--- src/pkg/ppc_pkg.sv ---
/*
  package for the parallel port configuration and timing block:
  register offsets, field positions, codes and types.
  assumes a 32-bit avalon-mm register bus with word addressing in bytes.
*/
`default_nettype none
package ppc_pkg;
  localparam logic [7:0] CONTROL_OFS = 8'h00;
  localparam logic [7:0] MODE_OFS    = 8'h10;
  localparam logic [7:0] ADDR_OFS    = 8'h20;
  localparam logic [7:0] DOUT_OFS    = 8'h30;
  localparam logic [7:0] DIN_OFS     = 8'h40;
  localparam logic [7:0] XFER_OFS    = 8'h50;
  localparam logic [7:0] STAT_OFS    = 8'h60;
  // control field positions
  localparam int ON_BIT    = 15;
  localparam int STOP_IN_IDLE_BIT  = 13;
  localparam int MUX_LSB   = 11;
  localparam int TTL_BIT   = 10;
  localparam int WREN_BIT  = 9;
  localparam int RDEN_BIT  = 8;
  localparam int CSF_LSB   = 6;
  localparam int ALP_BIT   = 5;
  localparam logic [15:0] CONTROL_MASK = 16'hBFE0;
  // mode field positions
  localparam int BUSY_BIT  = 15;
  localparam int INTERRUPT_REQUEST_MODE_LSB  = 13;
  localparam int ADDRESS_STEP_MODE_LSB  = 11;
  localparam int MODE_LSB  = 8;
  localparam int SETUP_WAIT_STATES_LSB = 6;
  localparam int STROBE_WAIT_STATES_LSB = 2;
  localparam int END_WAIT_STATES_LSB = 0;
  localparam logic [15:0] MODE_MASK = 16'h7BFF;
  localparam logic [15:0] ADDR_MASK = 16'h47FF;
  localparam logic [15:0] RESET_VAL = 16'h0000;
  localparam int CS_ADDR_BIT = 14;
  localparam int PB_DIV_DEFAULT = 1;
  localparam logic [1:0] CODE_00 = 2'h0;
  localparam logic [1:0] CODE_01 = 2'h1;
  localparam logic [1:0] CODE_10 = 2'h2;
  localparam logic [1:0] CODE_11 = 2'h3;
  localparam logic [3:0] STROBE_WAIT_STATES_MIN = 4'h0;

  typedef enum logic [1:0] {
    PPC_MUX_NONE, PPC_MUX_LOW_SPLIT, PPC_MUX_FULL16, PPC_MUX_LOW8
  } ppc_mux_t;

  typedef enum logic [1:0] {
    PPC_SLV_LEGACY, PPC_SLV_ENH, PPC_MST_2, PPC_MST_1
  } ppc_mode_t;

  typedef struct packed {
    logic        cs;
    logic        rd;
    logic        wr;
    logic        al_low;
    logic        al_high;
    logic        rd_en;
    logic        wr_en;
    logic [15:0] addr;
    logic [7:0]  data;
    logic        data_oe_b;
  } ppc_pins_t;
endpackage
`default_nettype wire

--- src/rtl/ppc_port.sv ---
/*
  parallel port configuration and timing: control/mode registers over
  avalon-mm, master-mode transfer sequencer with wait states, slave-side
  interrupt and pointer logic.
  assumes a synchronous periph bus clock equal to clk_i, times in
  periph clock periods counted as clk_i cycles; slave pins synchronous.
*/
//
// Operation
// - enable bit off: no external accesses
// - stop-in-idle halts port during idle
// - mux select places address on pins
// - write strobe pin enable bit
// - read strobe pin enable bit
// - chip select function: cs or A14
// - latch polarity high or low
// - cs/polarity ignored when pins are address
// - busy flag readable in master modes
// - irq mode 01 per cycle, 00 none
// - irq mode 10 buffer3 or address 3
// - address step increment or decrement
// - mode 11 slave buffer pointer steps
// - A14 not stepped when chip select
// - master modes 1 and 2 strobes
// - setup wait 1 to 4 periods
// - strobe wait value plus one
// - zero strobe wait forces short phases
`timescale 1ns/1ps
`default_nettype none
module ppc_port (
  input  wire logic        clk_i,
  input  wire logic        rst_b_i,
  input  wire logic [7:0]  avs_address_i,
  input  wire logic        avs_read_i,
  input  wire logic        avs_write_i,
  input  wire logic [31:0] avs_writedata_i,
  input  wire logic [3:0]  avs_byteenable_i,
  output logic      [31:0] avs_readdata_o,
  output logic             avs_waitrequest_o,
  input  wire logic        idle_i,
  input  wire logic        host_cs_i,
  input  wire logic        host_rd_i,
  input  wire logic        host_wr_i,
  input  wire logic [1:0]  host_addr_i,
  input  wire logic [7:0]  port_data_lines_i,
  output ppc_pkg::ppc_pins_t pins_o,
  output logic             irq_o
);
  typedef enum {ST_IDLE, ST_ADDR, ST_SETUP, ST_STROBE, ST_END} ppc_st_t;
  ppc_st_t st_q;

  logic [15:0] ctl_q, mode_q, addr_q;
  logic [7:0]  dout_q, din_q;
  logic [1:0]  ptr_q;
  logic [4:0]  cnt_q;
  logic        hi_q, wr_q, busy_q, wait_q, irq_q;
  ppc_pkg::ppc_pins_t pins_q;
  logic [31:0] rdata_q;

  wire logic on     = ctl_q[ppc_pkg::ON_BIT];
  wire logic run    = on & ~(ctl_q[ppc_pkg::STOP_IN_IDLE_BIT] & idle_i);
  wire logic [1:0] mux  = ctl_q[ppc_pkg::MUX_LSB +: 2];
  wire logic [1:0] chip_select_function  = ctl_q[ppc_pkg::CSF_LSB +: 2];
  wire logic [1:0] interrupt_request_mode = mode_q[ppc_pkg::INTERRUPT_REQUEST_MODE_LSB +: 2];
  wire logic [1:0] address_step_mode = mode_q[ppc_pkg::ADDRESS_STEP_MODE_LSB +: 2];
  wire logic [1:0] pm   = mode_q[ppc_pkg::MODE_LSB +: 2];
  wire logic [1:0] wb   = mode_q[ppc_pkg::SETUP_WAIT_STATES_LSB +: 2];
  wire logic [3:0] wm   = mode_q[ppc_pkg::STROBE_WAIT_STATES_LSB +: 4];
  wire logic [1:0] we   = mode_q[ppc_pkg::END_WAIT_STATES_LSB +: 2];
  wire logic master = pm[1];
  wire logic cs_fn  = (chip_select_function == ppc_pkg::CODE_10);
  wire logic addr_latch_polarity    = ctl_q[ppc_pkg::ALP_BIT];
  wire logic short_w = (wm == ppc_pkg::STROBE_WAIT_STATES_MIN);
  wire logic [4:0] setup_len = short_w ? 5'h01 : {3'h0, wb} + 5'h01;
  wire logic [4:0] end_len   = short_w ? (wr_q ? 5'h01 : 5'h00)
                                       : {3'h0, we};
  wire logic [4:0] strobe_len = {1'b0, wm} + 5'h01;

  // bus access decode; waitrequest idles high and drops for the one edge
  // at which an access completes, so a write lands there and read data
  // captured one edge earlier already stands in a flop
  wire logic req    = avs_read_i | avs_write_i;
  wire logic wr_acc = avs_write_i & ~wait_q;
  wire logic [7:0] ofs = avs_address_i;
  wire logic [15:0] wd = avs_writedata_i[15:0];
  wire logic [15:0] be = {{8{avs_byteenable_i[1]}}, {8{avs_byteenable_i[0]}}};
  wire logic start = wr_acc & master & run & ~busy_q &
                     ((ofs == ppc_pkg::DOUT_OFS) | (ofs == ppc_pkg::XFER_OFS));

  always_ff @(posedge clk_i) begin
    if (!rst_b_i) begin
      wait_q <= 1'b1;
    end else begin
      wait_q <= ~(req & wait_q);
    end
  end
  assign avs_waitrequest_o = wait_q;

  always_ff @(posedge clk_i) begin
    if (!rst_b_i) begin
      ctl_q  <= ppc_pkg::RESET_VAL;
      mode_q <= ppc_pkg::RESET_VAL;
      dout_q <= 8'h00;
    end else if (wr_acc) begin
      case (ofs)
        ppc_pkg::CONTROL_OFS: begin
          ctl_q <= (ctl_q & ~be) | (wd & be & ppc_pkg::CONTROL_MASK);
        end
        ppc_pkg::MODE_OFS: begin
          mode_q <= (mode_q & ~be) | (wd & be & ppc_pkg::MODE_MASK);
        end
        ppc_pkg::DOUT_OFS: begin
          if (avs_byteenable_i[0]) begin
            dout_q <= wd[7:0];
          end
        end
        default: begin
        end
      endcase
    end
  end

  always_ff @(posedge clk_i) begin
    if (!rst_b_i) begin
      rdata_q <= 32'h0000_0000;
    end else begin
      case (ofs)
        ppc_pkg::CONTROL_OFS: rdata_q <= {16'h0000, ctl_q};
        ppc_pkg::MODE_OFS:
          rdata_q <= {16'h0000, busy_q & master, mode_q[14:0]};
        ppc_pkg::ADDR_OFS: rdata_q <= {16'h0000, addr_q};
        ppc_pkg::DOUT_OFS: rdata_q <= {24'h000000, dout_q};
        ppc_pkg::DIN_OFS:  rdata_q <= {24'h000000, din_q};
        ppc_pkg::STAT_OFS: rdata_q <= {29'h0, ptr_q, busy_q};
        default:           rdata_q <= 32'h0000_0000;
      endcase
    end
  end
  assign avs_readdata_o = rdata_q;

  // address register; stepping only on a completed master cycle
  wire logic cyc_done = busy_q & (((st_q == ST_STROBE) & (cnt_q == 5'h01)
                         & (end_len == 5'h00)) |
                        ((st_q == ST_END) & (cnt_q == 5'h01)));
  wire logic a14_step = ~cs_fn;
  wire logic [9:0] step_in = {a14_step & addr_q[ppc_pkg::CS_ADDR_BIT],
                              addr_q[10:2]};
  wire logic [9:0] step_up = step_in + 10'h001;
  wire logic [9:0] step_dn = step_in - 10'h001;

  always_ff @(posedge clk_i) begin
    if (!rst_b_i) begin
      addr_q <= ppc_pkg::RESET_VAL;
    end else if (wr_acc && ofs == ppc_pkg::ADDR_OFS) begin
      addr_q <= (addr_q & ~be) | (wd & be & ppc_pkg::ADDR_MASK);
    end else if (cyc_done && address_step_mode == ppc_pkg::CODE_01) begin
      addr_q[10:2] <= step_up[8:0];
      if (a14_step) addr_q[14] <= step_up[9];
    end else if (cyc_done && address_step_mode == ppc_pkg::CODE_10) begin
      addr_q[10:2] <= step_dn[8:0];
      if (a14_step) addr_q[14] <= step_dn[9];
    end
  end

  // master sequencer
  always_ff @(posedge clk_i) begin
    if (!rst_b_i) begin
      st_q <= ST_IDLE;
      cnt_q <= 5'h00;
      hi_q <= 1'b0;
      wr_q <= 1'b0;
      busy_q <= 1'b0;
    end else if (!run) begin
      st_q <= ST_IDLE;
      busy_q <= 1'b0;
    end else begin
      case (st_q)
        ST_IDLE: begin
          if (start) begin
            busy_q <= 1'b1;
            wr_q <= (ofs == ppc_pkg::DOUT_OFS);
            hi_q <= (mux == ppc_pkg::CODE_10);
            cnt_q <= setup_len;
            st_q <= (mux == ppc_pkg::CODE_00) ? ST_SETUP : ST_ADDR;
          end
        end
        ST_ADDR: begin
          if (cnt_q == 5'h01) begin
            cnt_q <= setup_len;
            if (hi_q) hi_q <= 1'b0;
            else st_q <= ST_SETUP;
          end else cnt_q <= cnt_q - 5'h01;
        end
        ST_SETUP: begin
          if (cnt_q == 5'h01) begin
            cnt_q <= strobe_len;
            st_q <= ST_STROBE;
          end else cnt_q <= cnt_q - 5'h01;
        end
        ST_STROBE: begin
          if (cnt_q == 5'h01) begin
            cnt_q <= end_len;
            if (end_len == 5'h00) begin
              st_q <= ST_IDLE;
              busy_q <= 1'b0;
            end else st_q <= ST_END;
          end else cnt_q <= cnt_q - 5'h01;
        end
        ST_END: begin
          if (cnt_q == 5'h01) begin
            st_q <= ST_IDLE;
            busy_q <= 1'b0;
          end else cnt_q <= cnt_q - 5'h01;
        end
        default: st_q <= ST_IDLE;
      endcase
    end
  end

  // read data capture and slave side
  wire logic slv_acc = run & ~master & host_cs_i & (host_rd_i | host_wr_i);
  logic slv_acc_q;
  logic cap_q;
  // the strobe pin lags the sequencer by one flop, so read data is taken
  // one edge after the last strobe period, while the pin still stands
  always_ff @(posedge clk_i) begin
    if (!rst_b_i) begin
      din_q <= 8'h00;
      ptr_q <= 2'h0;
      slv_acc_q <= 1'b0;
      cap_q <= 1'b0;
    end else begin
      slv_acc_q <= slv_acc;
      cap_q <= busy_q & ~wr_q & (st_q == ST_STROBE) & (cnt_q == 5'h01);
      if (cap_q) begin
        din_q <= port_data_lines_i;
      end else if (slv_acc && !slv_acc_q && host_wr_i) begin
        din_q <= port_data_lines_i;
      end
      if (slv_acc && !slv_acc_q && pm == ppc_pkg::CODE_00 &&
          address_step_mode == ppc_pkg::CODE_11) begin
        ptr_q <= ptr_q + 2'h1;
      end
    end
  end

  wire logic slv_edge = slv_acc & ~slv_acc_q;
  wire logic buf3 = (pm == ppc_pkg::CODE_00) ? (ptr_q == 2'h3)
                                             : (host_addr_i == 2'h3);
  always_ff @(posedge clk_i) begin
    if (!rst_b_i) begin
      irq_q <= 1'b0;
    end else begin
      case (interrupt_request_mode)
        ppc_pkg::CODE_01: irq_q <= cyc_done | slv_edge;
        ppc_pkg::CODE_10: irq_q <= slv_edge & buf3;
        default:          irq_q <= 1'b0;
      endcase
    end
  end
  assign irq_o = irq_q;

  // pin drive
  wire logic strobe = busy_q & (st_q == ST_STROBE);
  wire logic in_addr = busy_q & (st_q == ST_ADDR);
  always_ff @(posedge clk_i) begin
    if (!rst_b_i) begin
      pins_q <= '0;
      pins_q.data_oe_b <= 1'b1;
    end else begin
      pins_q.rd_en <= run & ctl_q[ppc_pkg::RDEN_BIT];
      pins_q.wr_en <= run & ctl_q[ppc_pkg::WREN_BIT];
      pins_q.addr <= {1'b0, addr_q[14:0]};
      if (cs_fn) pins_q.addr[14] <= 1'b0;
      pins_q.cs <= cs_fn & busy_q;
      if (pm == ppc_pkg::CODE_11) begin
        pins_q.rd <= busy_q & ~wr_q;
        pins_q.wr <= strobe;
      end else begin
        pins_q.rd <= strobe & ~wr_q;
        pins_q.wr <= strobe & wr_q;
      end
      pins_q.al_low  <= (mux == ppc_pkg::CODE_00) ? 1'b0 :
                        ((in_addr & ~hi_q) ~^ addr_latch_polarity);
      pins_q.al_high <= (mux == ppc_pkg::CODE_00) ? 1'b0 :
                        ((in_addr & hi_q) ~^ addr_latch_polarity);
      pins_q.data <= in_addr ? (hi_q ? addr_q[15:8] : addr_q[7:0]) : dout_q;
      pins_q.data_oe_b <= ~(in_addr | (busy_q & wr_q & st_q != ST_IDLE));
    end
  end
  assign pins_o = pins_q;
endmodule // ppc_port
`default_nettype wire

--- config.mk ---
export PLATFORM = sky130hd
export DESIGN_NAME = ppc_port
export DESIGN_NICKNAME = d
export VERILOG_FILES = /design/src/pkg/ppc_pkg.sv /design/src/rtl/ppc_port.sv
export SDC_FILE = /design/constraint.sdc
export NUM_CORES = 1
export LEC_CHECK = 0
export BUFFER_PORTS_ARGS = -buffer_cell sky130_fd_sc_hd__buf_4
export CAP_MARGIN = 20
export CORE_UTILIZATION = 59
export CTS_CLUSTER_SIZE = 24
export DETAILED_ROUTE_END_ITERATION = 7
export GPL_TIMING_DRIVEN = 1
export HOLD_SLACK_MARGIN = 0.12
export PLACE_DENSITY_LB_ADDON = 0.2
export SETUP_SLACK_MARGIN = 0.05
export SYNTH_ARGS = -nofsm -noshare
export SYNTH_HDL_FRONTEND = slang
export SYNTH_SLANG_ARGS = --single-unit
--- constraint.sdc ---
create_clock -name clk_i -period 6.09 [get_ports clk_i]
set_input_delay 0 -clock clk_i [delete_from_list [all_inputs] [get_ports clk_i]]
set_output_delay 0 -clock clk_i [all_outputs]
set_load 0.02 [all_outputs]
# Word-level counts from Yosys, hierarchy flattened

Index checks and enable logic that the tools add are counted.

Add/sub/neg operators: 6
Multipliers: 0
Divide/modulo/power cells: 0
$lt $le $gt $ge: 0
Equality and inequality tests: 34
Shifts and indexed selects: 0
Muxes and demuxes: 41
Bitwise gates (word level): 60
Reduce and logical (&&, ||, !) cells: 32

Operator list:

| kind                                           | count |
|---|---|
| two-way mux 32 bit                             | 6 |
| one-hot mux 32 bit (5 select lines)            | 1 |
| == test 32 x 2 -> 1 bit, second input constant | 3 |
| one-hot mux 16 bit (6 select lines)            | 1 |
| AND 16 bit                                     | 4 |
| == test 32 x 3 -> 1 bit, second input constant | 2 |
| AND 1 bit                                      | 33 |
| == test 32 x 1 -> 1 bit, second input constant | 1 |
| == test 32 x 4 -> 1 bit, second input constant | 1 |
| zero test 32 bit                               | 1 |
| two-way mux 8 bit                              | 4 |
| OR 16 x 15 -> 16 bit                           | 2 |
| nonzero test 32 bit                            | 1 |
| two-way mux 9 bit                              | 3 |
| two-way mux 5 bit                              | 5 |
| one-hot mux 5 bit (5 select lines)             | 1 |
| == test 8 x 7 -> 1 bit, second input constant  | 3 |
| == test 2 bit, second input constant           | 8 |
| == test 8 x 6 -> 1 bit, second input constant  | 2 |
| != test 2 bit, second input constant           | 8 |
| NOT 16 bit                                     | 1 |
| OR 16 bit                                      | 1 |
| two-way mux 1 bit                              | 12 |
| NOT 1 bit                                      | 11 |
| other kinds (31)                               | 58 |

Bits in registers: 174
Latch bits: 0
RAM bits: 0
Bits in read-only memories: 0
Input port bits: 62
Output and inout bits: 66
Memories: 0

# Depth between registers and ports, before layout

Depth after elaboration: 10
Depth in mapped cells: 10

# Worst setup path before layout

Ideal clock, no wire load.

Kind: flip-flop to flip-flop
From: register (tool-made name)
To: register (tool-made name)
Setup time: 0.074 ns
Arrival: 2.228 ns
Data required time: 6.016 ns
Path slack: 3.788 ns
Cell stages (with the launch flop): 10
Buffers on the path: 1
Cell sequence: dfxtp_1 > inv_1 > ha_1 > or3b_1 > buf_6 > a211oi_4 > o211ai_4 > or2_4 > or3_1 > a31oi_1

==> impl_metrics.py <==
metrics = {
    "yosys": {
        "post_synth_main_area_contributors": "dfxtp_1, mux2i_1, nor2_1",
        "synth_seq_cells": 127,
        "dominantRegCellSynth": "dfxtp_1",
        "synth_sequential_area_ratio_pct": 42.7,
        "synth.most_common_cell": "dfxtp_1",
        "syn-instance-count": 697,
        "syn-cell-area_um2": 5950,
        "number_of_flops_mapped_to_enable_cells_by_yosys": 0,
        "synthDominantAreaCellType": "dfxtp_1",
        "synth_async_sr_flop_share_pct": 0,
        "syn_area_per_cell_um2": 8.54,
        "yosysWarnings": 0,
        "synth_top_area_share_pct": 42.7,
        "netlist_top_cells_count": "dfxtp_1, nor2_1, nand2_1, a21oi_1, mux2i_1",
        "yosys.cell_types.count": 71,
    },
    "clock_tree": {
        "clkLatencyLatePin_ns": 0.54,
        "root_buffer": "clkbuf_8",
        "clk_pin_slew_ns": 0.06,
        "cts_inserted_buffers": 17,
        "post-cts-setup-buffers": 0,
        "cts.sinks": 127,
        "cts.path.max_buffers": 2,
        "h_tree_levels": 4,
        "tritoncts": "yes",
    },
    "global_routing": {
        "grt_pass1_vias": 5572,
        "maximum_number_of_pins_on_one_net_before_global_route_repair": 69,
        "grt_pass1_wl_um": 28600,
        "grt.overflow.total": 0,
        "antenna_found_initial": 0,
        "global_route_total_usage_across_every_layer_pct": 36.8,
    },
    "sta": {
        "post-route-min-period_ns": 3.78,
        "holdWs_ns": 0.187,
        "post_route_fraction_of_the_period_consumed_by_the_critical_path_pct": 62.0,
        "fin_skew_ns": 0.00551,
        "timing_max_transition_violations_final": 0,
        "maxClockFrequency_ghz": 0.265,
        "relSlewSlack_pct": 27.2,
        "setup_viol": 0,
        "setup_tns_ns": 0,
        "hold_violations": 0,
        "worst_slew_pin_slew_ns": 1.08,
        "rsz_0062_raised_after_global_routing": "no",
    },
    "place": {
        "globalplace.congestion": 0.893,
        "hpwlAfterDp_um": 11900,
        "postPlaceCellArea_um2": 6610,
        "placement.io_buffers": 92,
    },
    "pwr": {
        "sequential_share_of_power_pct": 43.9,
        "worst_ir_drop_vdd_mv": 0.237,
        "total_internal_power_uw": 1480,
        "netSwitchingFraction_pct": 22.1,
        "power_density_nw_per_um2": 244,
        "power_frac_clock_pct": 51.2,
        "comb_power_share_pct": 4.9,
        "p_leak_uw": 0.00311,
        "total_switching_power_uw": 419,
    },
    "critical_path": {
        "critPathLaunch": "avs_address_i[3]",
        "start_kind": "input pin",
        "worst_setup_path_category": "in2reg",
        "worstPathRequired_ns": 6.51,
        "arrival_ns": 4.20,
        "critical_path.max_fanout": 8,
        "endpoint_kind": "flop",
    },
    "outcome": {
        "result_of_the_run": "completed",
    },
    "routing": {
        "vias_per_cell": 6.04,
        "drt_iter0_markers": 547,
        "drt_first_pass_iters": 7,
        "route.antenna.remaining_nets": 0,
        "num_vias": 5873,
        "routed_wl_um": 18600,
        "detail_route.wl_per_cell_um": 19.1,
        "drcViolationCount": 0,
    },
    "floorplanning": {
        "num_rows": 36,
        "initial_utilization_pct": 60.9,
        "design.core.area_um2": 9770,
        "num_io_pins": 128,
        "die_x_um": 102,
        "die_area_um2": 10500,
        "die_h_um": 102,
    },
    "layout": {
        "layout-drive-gt1-share_pct": 17.5,
        "final_stage_net_count": 898,
        "layout.cell_area.non_filler_um2": 7760,
        "area_delta_synth_final_pct": 30.4,
        "antenna_cells_inserted": 0,
    },
    "worst_hold_path": {
        "min-delay-path-class": "in2reg",
        "hp-start": "host_wr_i",
    },
    "flow_run": {
        "cap_viol_max_count": 0,
    },
}
layout by cell type (no fill, tap or decap), types with 8 or more instances in the layout:
cell,count
dlygate4sd3_1,58
a21oi_1,54
nand2_1,63
nand3_1,35
inv_1,18
conb_1,17
ha_1,9
nor3_1,15
mux2i_1,40
a222oi_1,8
o211ai_1,8
buf_4,98
and3_1,20
and2_1,8
o21ai_0,25
nor2_1,79
clkbuf_16,16
a22oi_1,9
dfxtp_1,127
layout make-up:
class | instances | area, um2
multi-input combinational | 506 | 3090
fill | 662 | 2010
clock inverter | 9 | 80.1
sequential | 127 | 2540
clock buffer | 23 | 497
inverter | 19 | 71.3
timing repair buffer | 156 | 1320
tap | 133 | 166
metal layers:
metal  vias to the layer above  global-route usage (%)  wire (um)
met3                        60                    10.5       1560
met2                       310                    61.0       9140
met1                      2777                    43.6       7240
met5                         -                       0          0
met4                         0                    18.1        646
li1                       2726                       -          -
power groups by stage:
stage	combinational, uW	sequential, uW	clock [uW]
after floorplan	40.6	851	0
after global placement	66.5	850	0
after detailed placement	67.8	850	0
after CTS	89.5	832	976
after global routing	97.3	832	1020
final	93.4	832	972
path summary, 6_finish.rpt:
path / cells past startpoint / end / slack (ns)
worst min-delay path: 5 / din_q[3] / 0.19
worst max register to register: 9 / flop / 2.88
worst min register to register: 2 / flop / 0.48
worst max-delay path: 11 / flop / 2.31
critical path: stages:
cell and delay, ns:
dlygate4sd3_1 0.54, buf_4 0.13, or4_4 0.51, dlygate4sd3_1 0.59
or2_4 0.28, nor4_4 0.38, nand3_2 0.36, mux2i_1 0.25
dlygate4sd3_1 0.57, nor2_1 0.04, dlygate4sd3_1 0.55
per-stage QoR:
step	std cells	util (%)	power, uW	setup WS, ns
after floorplan	713	-	891	3.79
after global placement	882	67.5	917	3.42
after detailed placement	883	67.6	918	3.39
after CTS	973	79.4	1900	2.39
after global routing	973	79.4	1950	2.22
final	973	79.4	1900	2.31
kinds of logic after synthesis:
group,share of synthesized area [%]
AND/OR/NAND/NOR,23.2
AO/OA/AOI/OAI,17.4
flip-flops,42.7
buffers and inverters,6.39
multiplexers,6.73
XOR/XNOR,1.62
adder cells (fa/ha/maj),1.89
other,0.0630
timing repair:
action	CTS	global route
hold buffers	58	0
resized for setup	0	0
hold endpoints to repair	110	0
No activity file was read; power rests on OpenSTA's default activity.
